**src/upv_pkg.sv**
```systemverilog
// Constants and types of the phase-to-phase undervoltage element
// Assumes a 200 MHz ref_clk and register access over APB
package upv_pkg;
    localparam int NI            = 2;
    localparam int NG            = 2;
    localparam int TW            = 20;
    localparam int CLK_PERIOD_NS = 5;
    localparam int TICK_NS       = 1000000;
    localparam int TICK_CYC      = TICK_NS / CLK_PERIOD_NS;
    localparam int UNIT10_TICKS  = 10;
    localparam int BLK_HOLD_MS   = 20;
    localparam int BLK_HOLD_TICKS = BLK_HOLD_MS * 1000000 / TICK_NS;
    localparam logic [31:0] NOM_CODE = 32'h0000_1000;
    localparam logic [8:0]  LOW_PCT  = 9'h028;
    localparam logic [7:0]  PU_RST   = 8'h5F;
    localparam logic [15:0] TD_RST   = 16'h00C8;
    localparam logic [9:0]  PKD_RST  = 10'h028;
    localparam logic [12:0] DOD_RST  = 13'h0014;
    localparam logic [8:0]  RAT_RST  = 9'h069;
    localparam logic [5:0]  O_CTRL   = 6'h00;
    localparam logic [5:0]  O_PU0    = 6'h04;
    localparam logic [5:0]  O_PU1    = 6'h08;
    localparam logic [5:0]  O_TD0    = 6'h0C;
    localparam logic [5:0]  O_TD1    = 6'h10;
    localparam logic [5:0]  O_PKD    = 6'h14;
    localparam logic [5:0]  O_DOD    = 6'h18;
    localparam logic [5:0]  O_RAT    = 6'h1C;
    localparam logic [5:0]  O_CNT    = 6'h20;
    localparam logic [5:0]  O_STAT   = 6'h34;
    localparam logic [5:0]  G_BLK    = 6'h04;
    localparam logic [5:0]  G_GRP    = 6'h00;
    localparam logic [5:0]  G_IST    = 6'h04;
    localparam logic [5:0]  G_ICLR   = 6'h08;
    localparam logic [5:0]  G_IEN    = 6'h0C;
    localparam int C_EN  = 0;
    localparam int C_BLK = 1;
    localparam int C_OP  = 3;

    typedef struct packed {
        logic                 en;
        logic [1:0]           blk_src;
        logic [NG-1:0]        op;
        logic [NG-1:0][7:0]   pu;
        logic [NG-1:0][15:0]  tdly;
        logic [9:0]           pkdly;
        logic [12:0]          dodly;
        logic [8:0]           ratio;
    } upv_set_type;

    typedef struct packed {
        logic                 pick;
        logic                 tripd;
        logic                 blk;
        logic [TW-1:0]        pk_tmr;
        logic [TW-1:0]        do_tmr;
        logic [TW-1:0]        tr_tmr;
        logic [TW-1:0]        bh_tmr;
        logic [4:0][15:0]     cnt;
    } upv_inst_type;

    typedef struct packed {
        upv_set_type [NI-1:0]  set;
        upv_inst_type [NI-1:0] inst;
        logic                  grp;
        logic [17:0]           tick_cnt;
        logic                  tick;
        logic [2*NI-1:0]       ist;
        logic [2*NI-1:0]       ien;
        logic                  irq;
        logic [NI-1:0]         pick_o;
        logic [NI-1:0]         trip_o;
        logic                  pready;
        logic                  pslverr;
        logic [31:0]           prdata;
    } upv_state_type;

    localparam upv_set_type SET_RST = {1'b0, 2'h0, {NG{1'b1}},
        {NG{PU_RST}}, {NG{TD_RST}}, PKD_RST, DOD_RST, RAT_RST};
    localparam int REST_W = $bits(upv_state_type) - NI * $bits(upv_set_type);
    localparam upv_state_type ST_RST = {{NI{SET_RST}}, {REST_W{1'b0}}};
endpackage

```
**src/upv_top.sv**
```systemverilog
// Phase-to-phase undervoltage element with APB registers and interrupt
// Assumes voltage magnitudes and block inputs synchronous to ref_clk
`timescale 1ns/10ps
module upv_top
    import upv_pkg::*;
#(
    parameter int TICK_CYCLES = TICK_CYC
)
(
    input  wire logic                ref_clk,
    input  wire logic                rst_b,
    input  wire logic                psel,
    input  wire logic                penable,
    input  wire logic                pwrite,
    input  wire logic [11:0]         paddr,
    input  wire logic [31:0]         pwdata,
    output logic      [31:0]         prdata,
    output logic                     pready,
    output logic                     pslverr,
    input  wire logic [2:0][15:0]    v_ll,
    input  wire logic [2:0]          user_var,
    input  wire logic                fuse_sup_en,
    input  wire logic                fuse_sup_act,
    output logic      [NI-1:0]       pickup,
    output logic      [NI-1:0]       trip_pulse,
    output logic                     irq
);

    upv_state_type      st_ff;
    upv_state_type      nxt_st;
    upv_set_type        s;
    upv_set_type        ws;
    upv_inst_type       c;
    upv_inst_type       n;
    logic [8:0]         thr;
    logic [2:0]         und;
    logic [2:0]         hld;
    logic [2:0]         low;
    logic               blk_raw;
    logic               g;
    logic               setup;
    logic               acc;
    logic [5:0]         off;
    logic               ii;
    logic [31:0]        rd;
    logic [2*NI-1:0]    ev;
    logic [2*NI-1:0]    clr;

    function automatic logic below(input logic [15:0] v,
                                   input logic [8:0]  pct);
        return (32'(v) * 32'd100) < (32'(pct) * NOM_CODE);
    endfunction

    function automatic logic [TW-1:0] x10(input logic [15:0] d);
        return TW'(d) * TW'(UNIT10_TICKS);
    endfunction

    function automatic logic mapped(input logic [11:0] a);
        if (a[11:6] == G_BLK)
            return a[5:0] <= G_IEN;
        if (a[11:7] != 5'h00)
            return 1'b0;
        return a[5:0] <= O_STAT;
    endfunction

    always_comb
    begin
        nxt_st = st_ff;
        // Millisecond tick
        nxt_st.tick = st_ff.tick_cnt == 18'(TICK_CYCLES - 1);
        nxt_st.tick_cnt = nxt_st.tick ? 18'h00000
                                      : st_ff.tick_cnt + 18'h00001;
        ev = '0;
        s = st_ff.set[0];
        c = st_ff.inst[0];
        n = c;
        g = st_ff.grp;
        thr = '0;
        und = '0;
        hld = '0;
        low = '0;
        blk_raw = 1'b0;
        for (int i = 0; i < NI; i++)
        begin
            s = st_ff.set[i];
            c = st_ff.inst[i];
            n = c;
            thr = {1'b0, s.pu[g]};
            for (int p = 0; p < 3; p++)
            begin
                und[p] = below(v_ll[p], thr);
                low[p] = below(v_ll[p], LOW_PCT);
                hld[p] = (32'(v_ll[p]) * 32'd10000)
                       < (32'(thr) * 32'(s.ratio) * NOM_CODE);
            end
            blk_raw = (|low) | (fuse_sup_en & fuse_sup_act)
                    | (s.blk_src != 2'h0
                       && user_var[s.blk_src - 2'h1]);
            // Block stays for a hold time once every cause clears
            n.blk = blk_raw
                  | (c.blk && c.bh_tmr < TW'(BLK_HOLD_TICKS));
            n.bh_tmr = blk_raw ? '0
                     : c.bh_tmr + TW'(c.blk & st_ff.tick);
            nxt_st.trip_o[i] = 1'b0;
            if (!(s.en && s.op[g]) || n.blk)
            begin
                n.pick = 1'b0;
                n.tripd = 1'b0;
                n.pk_tmr = '0;
                n.do_tmr = '0;
                n.tr_tmr = '0;
            end
            else if (!c.pick)
            begin
                n.do_tmr = '0;
                n.tr_tmr = '0;
                n.tripd = 1'b0;
                if (!(|und))
                    n.pk_tmr = '0;
                else if (c.pk_tmr >= TW'(s.pkdly))
                begin
                    n.pick = 1'b1;
                    n.pk_tmr = '0;
                    n.cnt[0] = c.cnt[0] + 16'h0001;
                    for (int p = 0; p < 3; p++)
                        n.cnt[2+p] = c.cnt[2+p] + 16'(und[p]);
                    ev[2*i] = 1'b1;
                end
                else
                    n.pk_tmr = c.pk_tmr + TW'(st_ff.tick);
            end
            else
            begin
                if (|hld)
                    n.do_tmr = '0;
                else if (c.do_tmr >= x10(16'(s.dodly)))
                begin
                    n.pick = 1'b0;
                    n.tripd = 1'b0;
                    n.do_tmr = '0;
                    n.tr_tmr = '0;
                end
                else
                    n.do_tmr = c.do_tmr + TW'(st_ff.tick);
                if (n.pick && !c.tripd)
                begin
                    if (c.tr_tmr >= x10(s.tdly[g]))
                    begin
                        n.tripd = 1'b1;
                        nxt_st.trip_o[i] = 1'b1;
                        n.cnt[1] = c.cnt[1] + 16'h0001;
                        ev[2*i+1] = 1'b1;
                    end
                    else
                        n.tr_tmr = c.tr_tmr + TW'(st_ff.tick);
                end
            end
            nxt_st.pick_o[i] = n.pick;
            nxt_st.inst[i] = n;
        end

        // APB slave: answer prepared in setup, taken in access
        setup = psel & ~penable;
        acc = psel & penable & st_ff.pready;
        off = paddr[5:0];
        ii = paddr[6];
        ws = st_ff.set[ii];
        c = st_ff.inst[ii];
        rd = '0;
        if (paddr[11:6] == G_BLK)
        begin
            case (off)
                G_GRP:   rd = 32'(st_ff.grp);
                G_IST:   rd = 32'(st_ff.ist);
                G_IEN:   rd = 32'(st_ff.ien);
                default: rd = '0;
            endcase
        end
        else if (mapped(paddr))
        begin
            case (off)
                O_CTRL:  rd = 32'({ws.op, ws.blk_src, ws.en});
                O_PU0:   rd = 32'(ws.pu[0]);
                O_PU1:   rd = 32'(ws.pu[1]);
                O_TD0:   rd = 32'(ws.tdly[0]);
                O_TD1:   rd = 32'(ws.tdly[1]);
                O_PKD:   rd = 32'(ws.pkdly);
                O_DOD:   rd = 32'(ws.dodly);
                O_RAT:   rd = 32'(ws.ratio);
                O_STAT:  rd = 32'({c.blk, c.tripd, c.pick});
                default:
                begin
                    if (off >= O_CNT && off < O_STAT)
                        rd = 32'(c.cnt[off[4:2]]);
                end
            endcase
        end
        nxt_st.pready = setup;
        nxt_st.pslverr = setup & ~mapped(paddr);
        nxt_st.prdata = setup ? rd : st_ff.prdata;

        clr = '0;
        if (acc && pwrite && mapped(paddr))
        begin
            if (paddr[11:6] == G_BLK)
            begin
                case (off)
                    G_GRP:   nxt_st.grp = pwdata[0];
                    G_ICLR:  clr = pwdata[2*NI-1:0];
                    G_IEN:   nxt_st.ien = pwdata[2*NI-1:0];
                    default: clr = '0;
                endcase
            end
            else
            begin
                case (off)
                    O_CTRL:
                    begin
                        ws.en = pwdata[C_EN];
                        ws.blk_src = pwdata[C_BLK +: 2];
                        ws.op = pwdata[C_OP +: NG];
                    end
                    O_PU0:   ws.pu[0] = pwdata[7:0];
                    O_PU1:   ws.pu[1] = pwdata[7:0];
                    O_TD0:   ws.tdly[0] = pwdata[15:0];
                    O_TD1:   ws.tdly[1] = pwdata[15:0];
                    O_PKD:   ws.pkdly = pwdata[9:0];
                    O_DOD:   ws.dodly = pwdata[12:0];
                    O_RAT:   ws.ratio = pwdata[8:0];
                    default: ws = st_ff.set[ii];
                endcase
                nxt_st.set[ii] = ws;
            end
        end
        // Sticky events; a new event wins over a clear
        nxt_st.ist = (st_ff.ist & ~clr) | ev;
        nxt_st.irq = |(nxt_st.ist & nxt_st.ien);
    end

    always_ff @(posedge ref_clk or negedge rst_b)
    begin
        if (!rst_b)
            st_ff <= ST_RST;
        else
            st_ff <= nxt_st;
    end

    assign prdata = st_ff.prdata;
    assign pready = st_ff.pready;
    assign pslverr = st_ff.pslverr;
    assign pickup = st_ff.pick_o;
    assign trip_pulse = st_ff.trip_o;
    assign irq = st_ff.irq;
endmodule

```
**config.mk**
```make
export PLATFORM = sky130hd
export DESIGN_NAME = upv_top
export DESIGN_NICKNAME = d
export VERILOG_FILES = /design/src/upv_pkg.sv /design/src/upv_top.sv
export SDC_FILE = /design/constraint.sdc
export NUM_CORES = 2
export LEC_CHECK = 0
export BUFFER_PORTS_ARGS = -buffer_cell sky130_fd_sc_hd__buf_2
export CORE_ASPECT_RATIO = 0.7
export CORE_MARGIN = 1.5
export CORE_UTILIZATION = 55
export DETAILED_ROUTE_END_ITERATION = 16
export PLACE_DENSITY_LB_ADDON = 0.25
export SETUP_SLACK_MARGIN = 0.4
export SYNTH_ARGS = -nofsm -noshare
export SYNTH_HDL_FRONTEND = slang
export SYNTH_SLANG_ARGS = --single-unit
```
**constraint.sdc**
```tcl
create_clock -name ref_clk -period 8.8 [get_ports ref_clk]
set_input_delay 0.88 -clock ref_clk [delete_from_list [all_inputs] [get_ports ref_clk]]
set_output_delay 0.88 -clock ref_clk [all_outputs]
set_load 0.1 [all_outputs]
```
==> metrics list <==
- For this design the ratio of total power to cell area is between 150 and 200 mW/mm^2.
- Slew headroom: 18.44%
- Leaving out fill and tap cells, the most frequent cell in the layout is sky130_fd_sc_hd__ha_1.
* Routability Congestion: around 0.95
- The number of slew-limit violations in the final report came to 0.
* Synthesized flop and latch total: about 550
- # hold bufs at CTS: 0
- Portion of netlist area occupied by mux cells: ~8%
* DRT Wirelength: approximately 130000 um
- Final setup TNS: 0 ps
- Derived from the worst setup path, the maximum achievable clock frequency is ~120 MHz.
- Yosys Warn Count: 0
- Final net count: between 6000 and 7000
- The run finished with clean final reports.
* Max-capacitance violation count: 0
- Quantity of I/O buffers inserted on ports: 108
- Initial standard-cell utilization of the core: between 50% and 60%
- The detailed router finished its first iteration with between 3000 and 4000 violations.
- After synthesis, the largest family of logic cells by area is adder cells.
- CTS HTree Levels: 2
- Count of nets left with antenna violations after detail routing: 0
- Overall power consumption after layout is estimated at 10240 uW.
- VDD sags by at most approximately 0.00018 V.
- Simple-gate portion of the synthesized area: 14.42%
* Clock tree from TritonCTS: built
- Number of instances in the synthesized netlist: roughly 5300
- The first global-routing pass estimated between 200000 and 250000 um of wire.
- Area added between synthesis and finish: 6.900%
- The top cell types in the final layout, fill and taps aside, are sky130_fd_sc_hd__ha_1 (776), sky130_fd_sc_hd__inv_1 (702), sky130_fd_sc_hd__dfrtp_1 (488).
- Drt wl/cell: just under 20 um
* Final-report setup violation count: 0
* Chip Width: between 300 and 400 um
- Sequential cell area fraction in the yosys report: a little over a quarter
- Aggregate global routing overflow: 0
- Pin placement for this block handled 141 I/O pins.
- For the worst setup path, the data required time is ~9000 ps.
* Post-synth EDFFs: 0
- Measured along the y axis, the die boundary spans ~260 um.
- Summed over its instances, the top area cell type makes up between 20% and 30% of the synthesized netlist area.
- After Yosys synthesis, full adders, half adders and majority gates account for around 28% of the synthesized area.
- Subtracting the final worst setup slack from the clock period gives 8085 ps.
* Multi-input combinational cell area: around 0.034 mm^2
- Fill cells in the final layout number between 7000 and 8000.
- Endpoint kind of the worst setup timing path: flip-flop
* Worst-margin pin slew: 1219 ps
- Root buffer cell: sky130_fd_sc_hd__clkbuf_16
* Critical Setup Path Class: flip-flop to flip-flop
- Total Routing Usage GR: ~28%
* Share of final-layout standard cells stronger than drive strength 1: 11.02%
- Initial antenna violation count: 10
- Estimated wirelength of the detail-placed design: about 100000 um
* Top cell type by total area after synthesis: sky130_fd_sc_hd__dfrtp_1
- Summed over all cells, the static leakage comes to around 0.027 uW.
- Most repeated library cell on the critical path: sky130_fd_sc_hd__fa_1
- Among all flip-flop cells after synthesis, the most frequent one is sky130_fd_sc_hd__dfrtp_1.
* Area share of xor/xnor cells in the synthesized design: 6.424%
* Total DRC errors in the routed layout: 0
* Pin count of the biggest net entering global routing: ~180
- At the later pin of the worst-skew pair, clock insertion delay measures ~600 ps.
- Register area: around 0.014 mm^2
- Mapped Avg Cell Area: 9.594 um^2
* Startpoint types: flip-flop
* Clock Path Buffers: 3
* Ranking of synthesized cells by area: sky130_fd_sc_hd__dfrtp_1 (24%), sky130_fd_sc_hd__ha_1 (19%), sky130_fd_sc_hd__fa_1 (8.6%)
- Area enclosed by the die boundary: 0.09507 mm^2
* Async set or reset register ratio after synthesis: 100.0%
* Via-per-instance ratio: 5.868
- In the finished design, the share of the clock period the worst path needs comes to between 90% and 100%.
* Highest fanout seen on the critical path: 30
* Synthesized-area fraction occupied by ao, oa, aoi and oai cells: approximately 9.8%
- The netlist uses 98 different library cells.
- Via count: around 40000
- Number of sinks driven by the clock tree: approximately 550
* Slowest Stage Delay on Critical Path: 630 ps
- The path class of the tightest hold or removal check is input port to asynchronous set/reset pin.
* Clock slew at the register clock pins of the worst setup and hold paths: 70 ps
- Number of global-route vias before repair: 37490
- The slowest stage of the critical path is the sky130_fd_sc_hd__dfrtp_4 cell.
- Arrival time of the worst setup path: about 8500 ps
- Standard-cell row count: 93
- Setup repair after global routing left no endpoint under its margin.
- Across the routed clock network, the largest skew measured is roughly 34 ps.
- The cell area that synthesis handed to floorplanning was about 0.05 mm^2.
- The number of endpoints with negative hold slack in the final report came to 0.
- Number of iterations in the first detailed-routing pass: 6
- The core region is ~0.09 mm^2.
* TritonCTS buffer count: around 50
## synth_stat cells (21+ instances only)
master and number:
sky130_fd_sc_hd__nor2_1 322, sky130_fd_sc_hd__a21oi_1 165, sky130_fd_sc_hd__xor2_1 146, sky130_fd_sc_hd__or3_1 33, sky130_fd_sc_hd__buf_4 37, sky130_fd_sc_hd__fa_1 220
sky130_fd_sc_hd__nand2_1 294, sky130_fd_sc_hd__inv_1 702, sky130_fd_sc_hd__mux2i_1 112, sky130_fd_sc_hd__mux4_2 34, sky130_fd_sc_hd__and3_1 99, sky130_fd_sc_hd__and2_1 82
sky130_fd_sc_hd__nor4_1 34, sky130_fd_sc_hd__dfrtp_1 489, sky130_fd_sc_hd__nand3_1 155, sky130_fd_sc_hd__o21ai_0 182, sky130_fd_sc_hd__nand2b_1 54, sky130_fd_sc_hd__dfstp_2 56
sky130_fd_sc_hd__nand4_1 111, sky130_fd_sc_hd__o21a_1 33, sky130_fd_sc_hd__nor2b_1 103, sky130_fd_sc_hd__nor3_1 77, sky130_fd_sc_hd__xnor2_1 230, sky130_fd_sc_hd__buf_2 21
sky130_fd_sc_hd__ha_1 776, sky130_fd_sc_hd__o211ai_1 24, sky130_fd_sc_hd__a21o_1 56, sky130_fd_sc_hd__mux2_2 206, sky130_fd_sc_hd__o22ai_1 34, sky130_fd_sc_hd__clkbuf_1 86
sky130_fd_sc_hd__a211oi_1 33
## through the flow
stage	hold WS, ps	cell area, um^2	cells	setup WS [ps]	util (%)
after floorplan	437.0	51330	5362	834.8	-
after global placement	458.6	53080	6591	345.8	57.59
after detailed placement	461.3	53080	6591	248.2	57.59
after CTS	296.8	54730	6681	503.7	59.39
after global routing	306.3	54790	6684	445.2	59.45
final	263.1	54800	6687	715.2	59.46
## worst max-delay path: cells and delay by family (launching register included)
family / cells / cell delay [ps]
buf+inv: 4 / 700
fa+ha+maj: 6 / 2790
compound gates: 9 / 2130
flops: 1 / 630
xor+xnor: 2 / 240
simple gates: 7 / 950
mux: 1 / 480
## state kept, by name, summed over array words and instances, names as in the netlist
signal	cells
g	1
trip_pulse	2
s	85
st_ff	437
pslverr	1
prdata	16
pickup	1
pready	1
irq	1
## per-layer routing
layer  global-route usage (%)  share of wire (%)
met1                    43.95                 49
met2                    38.98                 41
met3                    5.309                8.4
met4                    4.127                1.4
met5                        0              0.029
## what timing repair did
item / in CTS / in global routing
endpoints found under the setup margin: 0 / 53
resized for setup: 0 / 11
buffers inserted: 0 / 1
## path summary, 6_finish.rpt
check | from | slack [ps] | cells after the start | endpoint
max in group asynchronous | rst_b | 7070 | 2 | st_ff[59]
setup / recovery | g | 720 | 29 | st_ff[95]
hold / removal | rst_b | 260 | 1 | st_ff[184]
setup reg to reg | g | 720 | 29 | st_ff[95]
min in group ref_clk | st_ff[309] | 460 | 1 | st_ff[309]
hold reg to reg | st_ff[309] | 460 | 1 | st_ff[309]
## power breakdown
| group | leakage (uW) | internal [uW] | switching, uW |
|---|---|---|---|
| Clock | 0.000813 | 1260 | 1010 |
| Combinational | 0.0194 | 2190 | 3230 |
| Sequential | 0.00721 | 2530 | 27.6 |
## final cells by class
type	instances	share of cell area, %
antenna	5	0.02283
clock buffer	74	2.651
clock inverter	16	0.3676
inverter	704	4.822
multi-input combinational	3946	62.47
sequential	545	25.02
tap	1235	2.820
timing repair buffer	162	1.820
## kinds of logic after synthesis
logic type / after synthesis
other cells: 1
flops: 545
compound gates: 755
mux: 352
buf+inv: 871
simple gates: 1444
fa+ha+maj: 999
xor+xnor: 376
Power figures use the tool's default switching activity.
